File: src/cmdlist_pkg.sv
// constants, types and helpers for the command list address handshake port
`default_nettype none
package cmdlist_pkg;
    // -----------------------------------------------------------------
    // bus geometry
    // -----------------------------------------------------------------
    localparam int unsigned CRU_AW = 12;           // bit address width
    localparam logic [11:0] SW_BASE = 12'h210;     // software base of bit 0
    localparam logic [4:0] USED_LO = 5'h08;        // first used block position
    localparam logic [4:0] USED_HI = 5'h17;        // last used block position
    // hardware block base: software address halved, less reserved positions
    localparam logic [11:0] BLOCK_BASE_DEF = (SW_BASE >> 1) - 12'h008;
    // -----------------------------------------------------------------
    // bit positions inside the sixteen used positions
    // -----------------------------------------------------------------
    localparam logic [3:0] POS_BYTE_MSB = 4'h7;
    localparam logic [3:0] POS_FIRST = 4'h8;
    localparam logic [3:0] POS_STROBE = 4'ha;
    localparam logic [3:0] POS_ACK = 4'hb;
    localparam logic [3:0] POS_BUSY = 4'hc;
    localparam logic [3:0] POS_IE = 4'hd;
    localparam logic [3:0] POS_RESET = 4'he;
    localparam logic [3:0] POS_ISSUED = 4'hf;
    // -----------------------------------------------------------------
    // handshake and timing
    // -----------------------------------------------------------------
    localparam logic [1:0] BYTE_COUNT_INIT = 2'h3;
    localparam int unsigned LIST_AW = 20;          // byte address, lsb zero when assembled from bytes, default address passed as stored
    localparam int unsigned CLK_MHZ = 10;
    localparam int unsigned SELFTEST_US = 1000;    // self-test duration
    localparam int unsigned SELFTEST_CYC = SELFTEST_US * CLK_MHZ;
    // controller sequencing states
    typedef enum logic [2:0] {
        ST_TEST, ST_IDLE, ST_ACKED, ST_NEXT, ST_DFLT, ST_EXEC
    } ctl_state_t;
    // build the list byte address from the three received bytes
    function automatic logic [LIST_AW-1:0] join_addr(input logic [7:0] b0,
                                                     input logic [7:0] b1,
                                                     input logic [7:0] b2);
        join_addr = {b0[3:0], b1, b2[7:1], 1'b0};
    endfunction
endpackage
`default_nettype wire

File: src/cmdlist_handshake.sv
// command list address handshake controller behind the bit-addressed port
`default_nettype none
module cmdlist_handshake #(
    parameter logic [cmdlist_pkg::CRU_AW-1:0] BLOCK_BASE = cmdlist_pkg::BLOCK_BASE_DEF,
    parameter int unsigned SELFTEST_CYCLES = cmdlist_pkg::SELFTEST_CYC
) (
    input wire logic mclk,
    input wire logic rstn,
    input wire logic [cmdlist_pkg::CRU_AW-1:0] cru_addr,
    input wire logic cru_wr,
    input wire logic cru_wdata,
    output logic cru_rdata,
    output logic controller_irq_line,
    output logic list_start,
    output logic [cmdlist_pkg::LIST_AW-1:0] list_addr,
    input wire logic exec_done,
    input wire logic dflt_load,
    input wire logic [cmdlist_pkg::LIST_AW-1:0] dflt_addr_in,
    input wire logic host_irq_event,
    output logic host_irq,
    output logic busy,
    output logic ctrl_in_reset
);
    import cmdlist_pkg::*;
    // -----------------------------------------------------------------
    // declarations
    // -----------------------------------------------------------------
    logic [7:0] addr_byte; // byte on output positions 0-7
    logic first_flag; // first-byte flag position
    logic request_strobe; // host request strobe
    logic irq_enable; // host interrupt enable
    logic ctrl_reset; // hard reset bit from the host
    ctl_state_t state_ff; // controller sequence state
    logic ack_ff; // byte-taken acknowledge
    logic issued_ff; // host interrupt issued flag
    logic [1:0] cnt_ff; // bytes still expected
    logic [7:0] byte0_ff; // first received byte
    logic [7:0] byte1_ff; // second received byte
    logic [7:0] byte2_ff; // third received byte
    logic [LIST_AW-1:0] dflt_ff; // stored default list address
    logic dflt_valid_ff; // a default address was stored
    logic start_ff; // one-cycle start pulse
    logic [LIST_AW-1:0] laddr_ff; // address handed to the executor
    logic [31:0] test_cnt_ff; // self-test cycles left
    logic both_high; // strobe and flag both high
    logic both_low; // strobe and flag both low
    // -----------------------------------------------------------------
    // register port
    // -----------------------------------------------------------------
    cru_bit_port #(
        .BLOCK_BASE(BLOCK_BASE)
    ) u_port (
        .mclk(mclk),
        .rstn(rstn),
        .cru_addr(cru_addr),
        .cru_wr(cru_wr),
        .cru_wdata(cru_wdata),
        .st_ack(ack_ff),
        .st_busy(busy),
        .st_issued(issued_ff),
        .cru_rdata(cru_rdata),
        .addr_byte(addr_byte),
        .first_flag(first_flag),
        .strobe(request_strobe),
        .irq_enable(irq_enable),
        .ctrl_reset(ctrl_reset)
    );
    assign both_high = request_strobe && first_flag;
    assign both_low = !request_strobe && !first_flag;
    // -----------------------------------------------------------------
    // outputs
    // -----------------------------------------------------------------
    // strobe level is the interrupt to the internal processor
    assign controller_irq_line = request_strobe;
    assign busy = (state_ff != ST_IDLE);
    assign ctrl_in_reset = ctrl_reset;
    assign list_start = start_ff;
    assign list_addr = laddr_ff;
    assign host_irq = issued_ff;
    // -----------------------------------------------------------------
    // self-test timer
    // -----------------------------------------------------------------
    // held loaded during reset, runs down after release
    always_ff @(posedge mclk or negedge rstn) begin
        if (!rstn) begin
            test_cnt_ff <= SELFTEST_CYCLES;
        end else if (ctrl_reset) begin
            test_cnt_ff <= SELFTEST_CYCLES;
        end else if (state_ff == ST_TEST && test_cnt_ff != 32'h0000_0000) begin
            test_cnt_ff <= test_cnt_ff - 32'h0000_0001;
        end
    end
    // -----------------------------------------------------------------
    // sequence state
    // -----------------------------------------------------------------
    always_ff @(posedge mclk or negedge rstn) begin
        if (!rstn) begin
            state_ff <= ST_TEST;
        end else if (ctrl_reset) begin
            // hard reset holds the controller in self-test
            state_ff <= ST_TEST;
        end else begin
            unique case (state_ff)
                ST_TEST: begin
                    if (test_cnt_ff == 32'h0000_0000) begin
                        state_ff <= ST_IDLE;
                    end
                end
                ST_IDLE: begin
                    // stored default address skips the bytes
                    if (both_high) begin
                        state_ff <= dflt_valid_ff ? ST_DFLT : ST_ACKED;
                    end
                end
                ST_ACKED: begin
                    if (!request_strobe) begin
                        state_ff <= (cnt_ff == 2'h1) ? ST_EXEC : ST_NEXT;
                    end
                end
                ST_NEXT: begin
                    if (request_strobe) begin
                        state_ff <= ST_ACKED;
                    end
                end
                ST_DFLT: begin
                    // wait for both strobe and flag low
                    if (both_low) begin
                        state_ff <= ST_EXEC;
                    end
                end
                ST_EXEC: begin
                    if (exec_done) begin
                        state_ff <= ST_IDLE;
                    end
                end
            endcase
        end
    end
    // -----------------------------------------------------------------
    // acknowledge
    // -----------------------------------------------------------------
    always_ff @(posedge mclk or negedge rstn) begin
        if (!rstn) begin
            ack_ff <= 1'b0;
        end else if (ctrl_reset) begin
            ack_ff <= 1'b0;
        end else begin
            // rise only on strobe high, fall only on strobe low
            if (request_strobe && (state_ff == ST_NEXT
                                   || (state_ff == ST_IDLE && both_high))) begin
                ack_ff <= 1'b1;
            end else if (!request_strobe && state_ff == ST_ACKED) begin
                ack_ff <= 1'b0;
            end else if (both_low && state_ff == ST_DFLT) begin
                ack_ff <= 1'b0;
            end
        end
    end
    // -----------------------------------------------------------------
    // byte counter
    // -----------------------------------------------------------------
    always_ff @(posedge mclk or negedge rstn) begin
        if (!rstn) begin
            cnt_ff <= 2'h0;
        end else if (ctrl_reset) begin
            cnt_ff <= 2'h0;
        end else if (state_ff == ST_IDLE && both_high && !dflt_valid_ff) begin
            cnt_ff <= BYTE_COUNT_INIT;
        end else if (state_ff == ST_NEXT && both_high) begin
            // flag set again restarts the count
            cnt_ff <= BYTE_COUNT_INIT;
        end else if (state_ff == ST_ACKED && !request_strobe) begin
            // strobe low takes one byte off the count
            cnt_ff <= cnt_ff - 2'h1;
        end
    end
    // -----------------------------------------------------------------
    // byte storage
    // -----------------------------------------------------------------
    // one byte captured per handshake while no default address is stored, none once one is
    always_ff @(posedge mclk or negedge rstn) begin
        if (!rstn) begin
            byte0_ff <= 8'h00;
            byte1_ff <= 8'h00;
            byte2_ff <= 8'h00;
        end else if (!ctrl_reset) begin
            if ((state_ff == ST_IDLE && both_high && !dflt_valid_ff)
                || (state_ff == ST_NEXT && both_high)) begin
                byte0_ff <= addr_byte;
            end else if (state_ff == ST_NEXT && request_strobe) begin
                // later bytes fill by remaining count
                if (cnt_ff == 2'h2) begin
                    byte1_ff <= addr_byte;
                end else begin
                    byte2_ff <= addr_byte;
                end
            end
        end
    end
    // -----------------------------------------------------------------
    // default list address
    // -----------------------------------------------------------------
    // survives controller reset as a stored command result
    always_ff @(posedge mclk or negedge rstn) begin
        if (!rstn) begin
            dflt_ff <= '0;
            dflt_valid_ff <= 1'b0;
        end else if (dflt_load) begin
            dflt_ff <= dflt_addr_in;
            dflt_valid_ff <= 1'b1;
        end
    end
    // -----------------------------------------------------------------
    // list start
    // -----------------------------------------------------------------
    always_ff @(posedge mclk or negedge rstn) begin
        if (!rstn) begin
            start_ff <= 1'b0;
            laddr_ff <= '0;
        end else begin
            start_ff <= 1'b0;
            if (!ctrl_reset && state_ff == ST_ACKED && !request_strobe
                && cnt_ff == 2'h1) begin
                // last byte done, hand assembled address on
                // nibble, byte, seven bits plus zero
                start_ff <= 1'b1;
                laddr_ff <= join_addr(byte0_ff, byte1_ff, byte2_ff);
            end else if (!ctrl_reset && state_ff == ST_DFLT && both_low) begin
                start_ff <= 1'b1;
                laddr_ff <= dflt_ff;
            end
        end
    end
    // -----------------------------------------------------------------
    // host interrupt issued flag
    // -----------------------------------------------------------------
    always_ff @(posedge mclk or negedge rstn) begin
        if (!rstn) begin
            issued_ff <= 1'b0;
        end else if (host_irq_event && irq_enable) begin
            issued_ff <= 1'b1;
        end else if (!irq_enable) begin
            // enable low clears the issued flag
            issued_ff <= 1'b0;
        end
    end
    // -----------------------------------------------------------------
    // checks
    // -----------------------------------------------------------------
    a_ack_rise_strobe: assert property (@(posedge mclk) disable iff (!rstn)
        $rose(ack_ff) |-> $past(request_strobe))
        else $error("ack rose without strobe high");
    a_ack_fall_strobe: assert property (@(posedge mclk) disable iff (!rstn)
        $fell(ack_ff) && !$past(ctrl_reset) |-> !$past(request_strobe))
        else $error("ack fell with strobe high");
    a_first_byte_take: assert property (@(posedge mclk) disable iff (!rstn)
        state_ff == ST_IDLE && both_high && !dflt_valid_ff && !ctrl_reset
        |=> busy && ack_ff && cnt_ff == 2'h3 && byte0_ff == $past(addr_byte))
        else $error("first byte not taken");
    a_count_decrement: assert property (@(posedge mclk) disable iff (!rstn)
        state_ff == ST_ACKED && !request_strobe && !ctrl_reset
        |=> !ack_ff && cnt_ff == $past(cnt_ff) - 2'h1)
        else $error("count not decremented");
    a_restart_first: assert property (@(posedge mclk) disable iff (!rstn)
        state_ff == ST_NEXT && both_high && !ctrl_reset
        |=> cnt_ff == 2'h3 && ack_ff && state_ff == ST_ACKED)
        else $error("restart not honoured");
    a_list_start: assert property (@(posedge mclk) disable iff (!rstn)
        state_ff == ST_ACKED && !request_strobe && cnt_ff == 2'h1 && !ctrl_reset
        |=> list_start && list_addr[0] == 1'b0 && state_ff == ST_EXEC)
        else $error("list not started");
    a_default_start: assert property (@(posedge mclk) disable iff (!rstn)
        state_ff == ST_IDLE && both_high && dflt_valid_ff && !ctrl_reset
        ##1 both_low && !ctrl_reset |=> list_start && list_addr == dflt_ff)
        else $error("default start wrong");
    a_default_hold: assert property (@(posedge mclk) disable iff (!rstn)
        state_ff == ST_DFLT && !both_low && !ctrl_reset |=> ack_ff && busy)
        else $error("default ack dropped early");
    a_reset_busy: assert property (@(posedge mclk) disable iff (!rstn)
        ctrl_reset |=> busy && !ack_ff)
        else $error("reset bit not holding controller");
    a_issued_clear: assert property (@(posedge mclk) disable iff (!rstn)
        !irq_enable |=> !issued_ff)
        else $error("issued flag not cleared");
endmodule
`default_nettype wire

File: src/cru_bit_port.sv
// bit-addressed register port: decode, output bit latches, input bit read
`default_nettype none
module cru_bit_port #(
    parameter logic [cmdlist_pkg::CRU_AW-1:0] BLOCK_BASE = cmdlist_pkg::BLOCK_BASE_DEF
) (
    input wire logic mclk,
    input wire logic rstn,
    input wire logic [cmdlist_pkg::CRU_AW-1:0] cru_addr,
    input wire logic cru_wr,
    input wire logic cru_wdata,
    input wire logic st_ack,
    input wire logic st_busy,
    input wire logic st_issued,
    output logic cru_rdata,
    output logic [7:0] addr_byte,
    output logic first_flag,
    output logic strobe,
    output logic irq_enable,
    output logic ctrl_reset
);
    import cmdlist_pkg::*;
    // -----------------------------------------------------------------
    // decode
    // -----------------------------------------------------------------
    logic blk_hit; // address inside the 32-position block
    logic [4:0] blk_pos; // position inside the block
    logic used_hit; // one of the middle sixteen positions
    logic [3:0] pos; // position relative to bit 0
    logic [15:0] in_bits; // readable positions
    logic [4:0] rel_pos; // position after removing the reserved low eight
    // only the middle sixteen of the block answer
    assign blk_hit = (cru_addr[CRU_AW-1:5] == BLOCK_BASE[CRU_AW-1:5]);
    assign blk_pos = cru_addr[4:0];
    assign used_hit = blk_hit && (blk_pos >= USED_LO) && (blk_pos <= USED_HI);
    // position 0 sits eight above the block base
    assign rel_pos = blk_pos - USED_LO;
    assign pos = rel_pos[3:0];
    // -----------------------------------------------------------------
    // output bit latches
    // -----------------------------------------------------------------
    // byte and first-byte flag bits latched from host writes
    always_ff @(posedge mclk or negedge rstn) begin
        if (!rstn) begin
            addr_byte <= 8'h00;
            first_flag <= 1'b0;
            strobe <= 1'b0;
            irq_enable <= 1'b0;
            ctrl_reset <= 1'b0;
        end else if (cru_wr && used_hit) begin
            if (pos <= POS_BYTE_MSB) begin
                addr_byte[pos[2:0]] <= cru_wdata;
            end
            if (pos == POS_FIRST) begin
                first_flag <= cru_wdata;
            end
            if (pos == POS_STROBE) begin
                strobe <= cru_wdata;
            end
            if (pos == POS_IE) begin
                irq_enable <= cru_wdata;
            end
            if (pos == POS_RESET) begin
                ctrl_reset <= cru_wdata;
            end
        end
    end
    // -----------------------------------------------------------------
    // input bit read
    // -----------------------------------------------------------------
    // status bits at their positions, all others zero
    always_comb begin
        in_bits = 16'h0000;
        in_bits[POS_ACK] = st_ack;
        in_bits[POS_BUSY] = st_busy;
        in_bits[POS_ISSUED] = st_issued;
    end
    // registered read, one cycle after the address is presented
    always_ff @(posedge mclk or negedge rstn) begin
        if (!rstn) begin
            cru_rdata <= 1'b0;
        end else begin
            cru_rdata <= used_hit && in_bits[pos];
        end
    end
endmodule
`default_nettype wire

File: config.mk
export PLATFORM = sky130hd
export DESIGN_NAME = cmdlist_handshake
export DESIGN_NICKNAME = d
export VERILOG_FILES = /design/src/cmdlist_pkg.sv /design/src/cmdlist_handshake.sv /design/src/cru_bit_port.sv
export SDC_FILE = /design/constraint.sdc
export NUM_CORES = 1
export LEC_CHECK = 0
export BUFFER_PORTS_ARGS = -buffer_cell sky130_fd_sc_hd__buf_2
export CAP_MARGIN = 40
export CORE_MARGIN = 5
export CORE_UTILIZATION = 58
export CTS_BUF_LIST = sky130_fd_sc_hd__clkbuf_4 sky130_fd_sc_hd__clkbuf_8
export DETAILED_ROUTE_END_ITERATION = 12
export PLACE_DENSITY = 0.8
export SLEW_MARGIN = 20
export SYNTH_ARGS = -nofsm -noshare
export SYNTH_HDL_FRONTEND = slang
export SYNTH_SLANG_ARGS = --single-unit
File: constraint.sdc
create_clock -name mclk -period 5.3 [get_ports mclk]
set_input_delay 1.06 -clock mclk [delete_from_list [all_inputs] [get_ports mclk]]
set_output_delay 1.06 -clock mclk [all_outputs]
set_load 0.005 [all_outputs]
==> results of run 1 <==
-- through the flow --
step	total power [mW]	setup slack, ns	cell area, um2	std cells	hold WS [ns]
after floorplan	0.929	2.33	5400	489	0.440
after global placement	0.964	2.07	5760	640	0.455
after detailed placement	0.970	1.92	5780	641	0.457
after CTS	1.87	2.22	6220	673	0.473
after global routing	1.92	1.98	6220	673	0.507
final	1.86	2.19	6220	673	0.471
-- routing by layer --
layer | GRT usage | vias to the layer above
met2 | 0.336 | 100
met5 | 0 | -
met1 | 0.272 | 1980
met4 | 0.0694 | 0
li1 | - | 1897
met3 | 0.0480 | 5
-- registers in the layout (all words and copies together) (netlist names), 2 cells and up --
signal	cells
byte2_ff	7
state_ff	3
list_addr	20
u_port.addr_byte	8
test_cnt_ff	32
cnt_ff	2
dflt_ff	20
byte0_ff	4
byte1_ff	8
-- cells in the final DEF, fill, tap and decap left out, types with 5 or more instances in the layout --
| master | count |
|---|---|
| sky130_fd_sc_hd__a21oi_1 | 41 |
| sky130_fd_sc_hd__nand4_1 | 5 |
| sky130_fd_sc_hd__inv_6 | 5 |
| sky130_fd_sc_hd__or4_1 | 7 |
| sky130_fd_sc_hd__clkbuf_8 | 17 |
| sky130_fd_sc_hd__mux2i_1 | 23 |
| sky130_fd_sc_hd__dfstp_2 | 5 |
| sky130_fd_sc_hd__nor3_1 | 8 |
| sky130_fd_sc_hd__nand3_1 | 11 |
| sky130_fd_sc_hd__o21ai_0 | 16 |
| sky130_fd_sc_hd__buf_2 | 63 |
| sky130_fd_sc_hd__inv_1 | 9 |
| sky130_fd_sc_hd__buf_4 | 6 |
| sky130_fd_sc_hd__mux2_2 | 53 |
| sky130_fd_sc_hd__nor4_1 | 14 |
| sky130_fd_sc_hd__nor2b_1 | 16 |
| sky130_fd_sc_hd__nand2b_1 | 7 |
| sky130_fd_sc_hd__nor2_1 | 46 |
| sky130_fd_sc_hd__dfrtp_1 | 108 |
| sky130_fd_sc_hd__or3_1 | 18 |
| sky130_fd_sc_hd__o31ai_1 | 5 |
| sky130_fd_sc_hd__nand2_1 | 17 |
-- final timing paths --
check / startpoint / end / slack [ns] / cells after the start
worst max-delay path: test_cnt_ff[0] / test_cnt_ff[29] / 2.19 / 8
worst min-delay path: dflt_valid_ff / dflt_valid_ff / 0.47 / 1
worst max register to register: test_cnt_ff[0] / test_cnt_ff[29] / 2.19 / 8
worst min register to register: dflt_valid_ff / dflt_valid_ff / 0.47 / 1
max in group asynchronous: rstn / u_port.addr_byte[1] / 3.88 / 2
min in group asynchronous: rstn / test_cnt_ff[5] / 0.56 / 1
-- Yosys cell counts (all sizes together), types with 5 or more instances --
| cell type | number |
|---|---|
| a21oi | 41 |
| buf | 9 |
| clkbuf | 20 |
| dfrtp | 108 |
| dfstp | 5 |
| inv | 9 |
| mux2 | 57 |
| mux2i | 23 |
| nand2 | 17 |
| nand2b | 7 |
| nand3 | 11 |
| nand4 | 5 |
| nor2 | 46 |
| nor2b | 16 |
| nor3 | 8 |
| nor4 | 16 |
| o21ai | 17 |
| o31ai | 6 |
| or3 | 18 |
| or4 | 9 |
-- report_power, final --
group	internal, mW	leakage [nW]	total (mW)	switching [mW]
registers	0.878	1.51	0.887	0.00859
clock network	0.526	0.215	0.904	0.377
logic	0.0299	1.35	0.0653	0.0354
total	1.43	3.07	1.86	0.421
-- cell families after synthesis --
logic type | count (synthesis)
simple gates | 173
flops | 113
mux | 80
compound gates | 79
buf+inv | 38
xor+xnor | 3
fa+ha+maj | 3
-- critical path, delay by kind of cell, from the launching register on --
kind / cells / cell delay, ns
fa+ha+maj: 1 / 0.17
simple gates: 3 / 1.10
flops: 1 / 0.39
mux: 1 / 0.30
compound gates: 1 / 0.56
buf+inv: 2 / 0.46
-- area by class of cell --
type | instances | area share
clock buffer | 18 | 0.0388
clock inverter | 14 | 0.0328
inverter | 9 | 0.00543
multi-input combinational | 338 | 0.384
sequential | 113 | 0.455
tap | 111 | 0.0223
timing repair buffer | 70 | 0.0611
==> out/results.ini, run 1 <==
[outcome]
run_status = completed

[synthesis]
synth-edff-count = 0
postSynthRegisterBits = 113
number_of_library_cell_types_mapped_by_synthesis = 54
synth_top_family_by_area = simple AND/OR/NAND/NOR gates
synth_adder_area_share = 0.00695
synth-xor-area-share = 0.00487
postSynthCellCount = 489
yosys.area.top_type_share = 0.501
ys.warnings.count = 0
synth-compound-area-share = 0.0872
proportion_of_synthesized_area_in_mux_cells = 0.164
synth_top_area_cell = sky130_fd_sc_hd__dfrtp_1
synth_area_um2 = 5400
postSynthNetCount = 531
post_synthesis_sequential_area_ratio = 0.525
postSynth.asyncResetShare = 1.00
synth-main-ff-cell = sky130_fd_sc_hd__dfrtp_1
post_synth_and_or_nand_nor_area_fraction = 0.180
post_synth.cell_area_avg_um2 = 11.0
synth.area.top_cells = sky130_fd_sc_hd__dfrtp_1, sky130_fd_sc_hd__mux2_2, sky130_fd_sc_hd__mux2i_1, sky130_fd_sc_hd__a21oi_1, sky130_fd_sc_hd__nor2_1

[sta]
worst_slew_pin_slew_ns = 0.667
timing.final.hold_violations = 0
setup_viol = 0
slew_headroom = 0.552
grt_setup_unrepaired = false
layout_min_cycle_time_ns = 3.11
maxSlewViolCount = 0
fmaxAchievable_mhz = 322
layout_worst_path_cycle_share = 0.586
fin_tns_setup_ns = 0
clock_skew_ns = 0.0102

[floorplan]
die_height_um = 106
core_area_um2 = 9150
initial_core_util = 0.590
ioPinCount = 65
fp.dieArea_um2 = 11300
die_width_um = 106
fp-row-count = 35

[job]
drv.max_cap_violation_count = 0

[grt]
grt_first_pass_wirelength_mm = 18.9
overflow = 0
grtUsageTotal = 0.206
first_global_vias = 3962
maximum_number_of_pins_on_one_net_before_global_route_repair = 46
antenna_found_initial = 0

[detailed_routing]
drc = 0
number_of_iterations_in_the_first_detailed_routing_pass = 4
route.detailed.vias_per_inst = 5.92
dr_wl_met2_mm = 5.38
wirelength_met1_mm = 4.84
detailedRoute.firstIterationViolations = 232
top_signal_layer_used = met4
detail_route.wirelength_mm = 10.9
ant_nets = 0
detailroute.wirelength.met3_um = 589
routed-via-count = 3982
drt_wl_cell_um = 16.2

[layout]
ff_latch_area_um2 = 2830
nets = 591
fin_util = 0.680
area_taken_by_multi_input_logic_gates_um2 = 2390
drive_gt1_frac = 0.311
diodes = 0
areaGrowthSynthToFinish_pct = 15.3
nFillCells = 669

[placed_design]
hpwlAfterDp_mm = 7.43
io_buffers = 64
gp_congestion = 0.809

[cts]
post-cts-setup-buffer-count = 0
cts-htree-levels = 4
tritoncts.num_buffers = 17
clockRootBuffer = sky130_fd_sc_hd__clkbuf_8
clk_pin_slew_worst_paths_ns = 0.08
cts.sink_count = 113
cts_resized = 0
clockBufferDepth = 2
insertion_delay_ns = 0.42
clock_tree_from_tritoncts = yes
post_cts_hold_buffer_count = 0

[pwr]
irDropWorstVdd_uv = 211
powerDensity_nw_per_um2 = 298
power.leakage_nw = 3.07

[critical_path]
critPathCaptureType = register
cp_max_fo = 28
path_cells = inv_1 > ha_1 > or4b_1 > or3_1 > o31ai_4 > buf_4 > nor3_1 > mux2_4
crit_path_start_kind = register
worstPathArrival_ns = 3.41
cp.required_ns = 5.61
worst_path_largest_cell_delay_ns = 0.56
path_class = reg2reg
worst_path_max_delay_cell = sky130_fd_sc_hd__o31ai_4

[min_path]
holdCritPathClass = reg2reg

(Power assumes the default switching activity.)
==> run 2: changes to the inputs <==
--- a/config.mk
+++ b/config.mk
@@ -8,10 +8,10 @@
 export BUFFER_PORTS_ARGS = -buffer_cell sky130_fd_sc_hd__buf_2
 export CAP_MARGIN = 40
 export CORE_MARGIN = 5
-export CORE_UTILIZATION = 58
+export CORE_UTILIZATION = 54
 export CTS_BUF_LIST = sky130_fd_sc_hd__clkbuf_4 sky130_fd_sc_hd__clkbuf_8
 export DETAILED_ROUTE_END_ITERATION = 12
-export PLACE_DENSITY = 0.8
+export PLACE_DENSITY = 0.78
 export SLEW_MARGIN = 20
 export SYNTH_ARGS = -nofsm -noshare
 export SYNTH_HDL_FRONTEND = slang
==> constraint.sdc (replaced) <==
create_clock -name mclk -period 2.6 [get_ports mclk]
set_input_delay 0.52 -clock mclk [delete_from_list [all_inputs] [get_ports mclk]]
set_output_delay 0.52 -clock mclk [all_outputs]
set_load 0.005 [all_outputs]
==> run 2 against run 1 <==
Die area increased by 6.7%. Largest power group is now sequential cells. Cell area increased by 2.2%. Clock skew increased by 0.00053 ns. Highest routed layer unchanged. Global-route usage decreased by 1.3 points. Critical path depth unchanged. Combinational power increased by 110%. Hold slack got worse by 0.43 ns. Sequential share of layout area decreased by 0.96 points.
==> out/results.ini, run 2 (synthesis results as in run 1) <==
[outcome]
run_status = completed

[critical_path]
timing.critical_path.max_delay_family = simple AND/OR/NAND/NOR gates
cp.required_ns = 2.91
path_class = reg2reg
critPathCaptureType = register
crit_path_start_kind = register
worst_path_largest_cell_delay_ns = 0.46
timing.reg2reg.setup_slack_ns = 0.11
path_buf_inv = 2
path_cells = inv_1 > ha_1 > or4b_1 > or3_4 > o31ai_4 > buf_4 > nor3_1 > mux2_4
cp_max_fo = 8
worstPathArrival_ns = 2.79
worst_path_max_delay_cell = sky130_fd_sc_hd__or4b_1

[pwr]
net-switching-power_mw = 0.853
power_mw = 3.69
power.leakage_nw = 3.13
share_comb_of_total_power = 0.036
seq_power_share = 0.490
switching_share = 0.231
intPower_mw = 2.84
irDropWorstVdd_uv = 376
p_clk_frac = 0.474
powerDensity_nw_per_um2 = 581

[detailed_routing]
detail_route.wirelength_mm = 11.1
routed-via-count = 3992
route.detailed.vias_per_inst = 5.64
detailedRoute.firstIterationViolations = 173
ant_nets = 0
drt_wl_cell_um = 15.6
drc = 0
number_of_iterations_in_the_first_detailed_routing_pass = 5

[grt]
overflow = 0
grt_first_pass_wirelength_mm = 18.3
antenna_found_initial = 0
grtUsageTotal = 0.193
first_global_vias = 3984
maximum_number_of_pins_on_one_net_before_global_route_repair = 58

[sta]
worst_slew_pin_slew_ns = 0.516
clock_skew_ns = 0.0107
setup_ws_ns = 0.114
slew_headroom = 0.656
timing.final.hold_violations = 0
layout_worst_path_cycle_share = 0.956
fin_tns_setup_ns = 0
maxSlewViolCount = 0
setup_viol = 0
fmaxAchievable_mhz = 402
layout_min_cycle_time_ns = 2.49

[floorplan]
initial_core_util = 0.552
ioPinCount = 65
core_area_um2 = 9770
die_width_um = 110
die_height_um = 110
fp-row-count = 36
fp.dieArea_um2 = 12100

[cts]
cts.sink_count = 113
insertion_delay_ns = 0.43
cts-htree-levels = 4
post_cts_hold_buffer_count = 0
clock_tree_from_tritoncts = yes
clockBufferDepth = 2
clockRootBuffer = sky130_fd_sc_hd__clkbuf_8
clk_pin_slew_worst_paths_ns = 0.07
tritoncts.num_buffers = 17

[layout]
nets = 604
diodes = 0
ff_latch_area_um2 = 2830
largest_register_ffs = 32
areaGrowthSynthToFinish_pct = 17.8
finish.instance_area_um2 = 6360
nFillCells = 774
top_register = test_cnt_ff
leading_cell_types_in_the_layout_fill_and_taps_excluded = sky130_fd_sc_hd__dfrtp_1, sky130_fd_sc_hd__buf_2, sky130_fd_sc_hd__mux2_2
final_common_cell = sky130_fd_sc_hd__dfrtp_1
drive_gt1_frac = 0.332
area_taken_by_multi_input_logic_gates_um2 = 2400

[job]
drv.max_cap_violation_count = 0

[placed_design]
gp_congestion = 0.963
hpwlAfterDp_mm = 7.65
placed_area_um2 = 5910
io_buffers = 64
worst_slack_at_placement_ns = 0.0279

[min_path]
holdCritPathClass = in2async

==> run 2: repair_timing <==
item	4_1_cts	5_1_grt
endpoints found under the setup margin	0	21
resized for setup	0	3
setup buffers	0	0
==> run 2: power by group through the flow <==
stage                     clock, mW  combinational, mW  sequential [mW]
after CTS                      1.78              0.139             1.81
final                          1.75              0.135             1.81
after floorplan                   0             0.0581             1.84
after global placement            0              0.132             1.84
after detailed placement          0              0.138             1.84
after global routing           1.86              0.153             1.81
==> run 2: area by class of cell <==
class                           instances  area share
Multi-Input combinational cell        338       0.378
Inverter                                9     0.00531
Clock inverter                         14      0.0281
Sequential cell                       113       0.446
Clock buffer                           18      0.0390
Timing Repair Buffer                   83      0.0772
Tap cell                              133      0.0262
==> run 2: metrics by stage <==
step | hold slack [ns] | cells | utilization
2_1_floorplan | 0.224 | 489 | -
3_3_place_gp | 0.456 | 676 | 0.605
3_5_place_dp | 0.460 | 676 | 0.605
4_1_cts | 0.0387 | 708 | 0.649
5_1_grt | 0.0610 | 708 | 0.650
6_report | 0.0370 | 708 | 0.650
==> run 2: layer usage <==
metal	GRT usage	wire (um)	vias up
li1	-	-	1914
met1	0.261	5140	1965
met2	0.297	5220	100
met3	0.0489	533	13
met4	0.0810	158	0
met5	0	0	-
==> run 2: path summary, 6_finish.rpt <==
check,startpoint,endpoint,depth (start not counted)
max in group asynchronous,rstn,ack_ff,2
max reg2reg,test_cnt_ff[0],test_cnt_ff[29],8
min in group mclk,dflt_addr_in[0],dflt_ff[0],3
min reg2reg,dflt_valid_ff,dflt_valid_ff,1
min,rstn,test_cnt_ff[5],1
max,test_cnt_ff[0],test_cnt_ff[29],8
==> run 3: changes to the inputs <==
--- a/config.mk
+++ b/config.mk
@@ -12,6 +12,7 @@
 export CTS_BUF_LIST = sky130_fd_sc_hd__clkbuf_4 sky130_fd_sc_hd__clkbuf_8
 export DETAILED_ROUTE_END_ITERATION = 12
 export PLACE_DENSITY = 0.78
+export SETUP_SLACK_MARGIN = 0.2
 export SLEW_MARGIN = 20
 export SYNTH_ARGS = -nofsm -noshare
 export SYNTH_HDL_FRONTEND = slang
==> run 3 against run 2 <==
The flow now finishes with violations (setup timing). Non-clock buffer count is 24 higher. Combinational power increased by 5%. Routed wire length rose by 18%. Critical path depth did not move. Clock skew increased by 0.0015 ns. Die area stayed put. Worst setup slack worse by 0.13 ns. Flip-flop and latch count did not move. Maximum frequency down 5.1%. Clock power down 6%. Hold slack improved by 0.095 ns. Highest routed layer unchanged.
==> out/results.ini, run 3 (synthesis results as in run 1) <==
[outcome]
run_status = finished, violations left
violations = setup timing

[placed_design]
hpwlAfterDp_mm = 7.94
dp.cells = 675
gp_congestion = 0.840
placed_area_um2 = 5920
io_buffers = 64

[sta]
worst_slew_pin_slew_ns = 0.719
grt_setup_unrepaired = true
layout_min_cycle_time_ns = 2.62
timing.final.hold_violations = 0
setup_ws_ns = -0.0189
maxSlewViolCount = 0
layout_worst_path_cycle_share = 1.01
slew_headroom = 0.521
setup_viol = 1
fmaxAchievable_mhz = 382
clock_skew_ns = 0.0122

[pwr]
powerDensity_nw_per_um2 = 526
power.leakage_nw = 3.31
net-switching-power_mw = 0.851
p_clk_frac = 0.459
share_comb_of_total_power = 0.039
irDropWorstVdd_uv = 310
seq_power_share = 0.502
intPower_mw = 2.75
switching_share = 0.236

[detailed_routing]
detail_route.wirelength_mm = 13.0
ant_nets = 0
drt_wl_cell_um = 17.8
number_of_iterations_in_the_first_detailed_routing_pass = 6
routed-via-count = 4254
detailedRoute.firstIterationViolations = 279
drc = 0
route.detailed.vias_per_inst = 5.81

[layout]
top_register = test_cnt_ff
finish.instance_area_um2 = 6850
final-instance-count-excl-fill = 732
areaGrowthSynthToFinish_pct = 26.9
leading_cell_types_in_the_layout_fill_and_taps_excluded = sky130_fd_sc_hd__dfrtp_1, sky130_fd_sc_hd__buf_2, sky130_fd_sc_hd__mux2_2
nets = 628
largest_register_ffs = 32
nFillCells = 694
final_common_cell = sky130_fd_sc_hd__dfrtp_1
drive_gt1_frac = 0.417
diodes = 0

[critical_path]
worst_path_max_delay_cell = sky130_fd_sc_hd__or4_4
cp.required_ns = 2.95
crit_path_start_kind = register
ff2ff_path_depth = 8
cp_max_fo = 4
path_cells = or4_4 > or4b_4 > o31ai_4 > buf_6 > clkbuf_16 > buf_4 > o21ai_0 > a21oi_1
critPathCaptureType = register
worst_path_largest_cell_delay_ns = 0.58
path_class = reg2reg
crit-reg2reg-launch = test_cnt_ff[17]
worstPathArrival_ns = 2.97
timing.reg2reg.setup_slack_ns = -0.02
r2r-end = test_cnt_ff[18]

[floorplan]
fp-row-count = 36
die_height_um = 110
core_area_um2 = 9770
die_width_um = 110
fp.dieArea_um2 = 12100
initial_core_util = 0.552
ioPinCount = 65

[grt]
maximum_number_of_pins_on_one_net_before_global_route_repair = 54
antenna_found_initial = 0
grtUsageTotal = 0.217
grt_first_pass_wirelength_mm = 20.4
first_global_vias = 4276
overflow = 0

[cts]
clk_pin_slew_worst_paths_ns = 0.08
post_cts_hold_buffer_count = 0
tritoncts.num_buffers = 17
clockRootBuffer = sky130_fd_sc_hd__clkbuf_8
insertion_delay_ns = 0.44
cts-htree-levels = 4
clockBufferDepth = 2
clock_tree_from_tritoncts = yes
cts.sink_count = 113

[min_path]
holdCritPathClass = in2async

[job]
drv.max_cap_violation_count = 0

run 3: changes by cell type in the layout (fill, tap and decap cells not counted), sizes merged:
| cell | before | now |
|---|---|---|
| buf | 83 | 105 |
| clkbuf | 18 | 22 |
| clkinvlp | 3 | 5 |
| inv | 13 | 11 |
| bufinv | 3 | 2 |
| clkinv | 4 | 3 |
run 3: metal layers:
layer,wire length (um),track usage
met5,0,0
met3,748,0.0495
met1,5620,0.295
met2,6420,0.341
met4,229,0.0819
run 3: worst max path at each step:
| stage | cells after the start | startpoint | end | slack, ns |
|---|---|---|---|---|
| floorplan | 6 | test_cnt_ff[17] | test_cnt_ff[29] | 0.15 |
| global placement | 6 | cru_addr[10] | u_port.addr_byte[5] | 0.08 |
| detailed placement | 6 | cru_addr[10] | u_port.addr_byte[5] | 0.009 |
| CTS | 9 | test_cnt_ff[0] | test_cnt_ff[12] | 0.12 |
| global route | 10 | test_cnt_ff[0] | test_cnt_ff[18] | -0.05 |
| finish | 8 | test_cnt_ff[17] | test_cnt_ff[18] | -0.02 |
run 3: final cells by class:
| cell class | count | area [um2] | area share |
|---|---|---|---|
| clock inverter | 12 | 134 | 0.0195 |
| tap | 133 | 166 | 0.0243 |
| inverter | 9 | 33.8 | 0.00493 |
| multi-input combinational | 338 | 2660 | 0.388 |
| sequential | 113 | 2830 | 0.414 |
| timing repair buffer | 107 | 759 | 0.111 |
| clock buffer | 20 | 263 | 0.0384 |
run 3: timing repair:
action | in CTS | in global routing
gates resized for setup | 18 | 46
pin swaps | 6 | 25
gates cloned | 1 | 2
setup endpoints to repair | 18 | 32
setup buffers | 18 | 4
run 3: per-stage QoR:
step	hold slack [ns]	setup TNS (ns)	total power, mW	utilization	worst slack [ns]
2_1_floorplan	0.224	0	1.89	-	0.145
5_1_grt	0.182	-0.220	3.74	0.701	-0.0526
4_1_cts	0.147	0	3.62	0.670	0.121
6_report	0.132	-0.0189	3.61	0.701	-0.0189
3_5_place_dp	0.472	0	1.98	0.606	0.00853
3_3_place_gp	0.458	0	1.97	0.606	0.0802
run 3: power groups by stage:
stage / combinational, mW / clock [mW] / sequential [mW]
finish: 0.142 / 1.65 / 1.81
global route: 0.160 / 1.77 / 1.81
CTS: 0.141 / 1.67 / 1.81
detailed placement: 0.139 / 0 / 1.84
global placement: 0.133 / 0 / 1.84
floorplan: 0.0589 / 0 / 1.84
run 3: critical path, delay by kind of cell (launching register included):
family,cells,cell delay (ns)
flip-flops,1,0.42
buffers and inverters,3,0.40
AO/OA/AOI/OAI,3,0.57
AND/OR/NAND/NOR,2,1.15
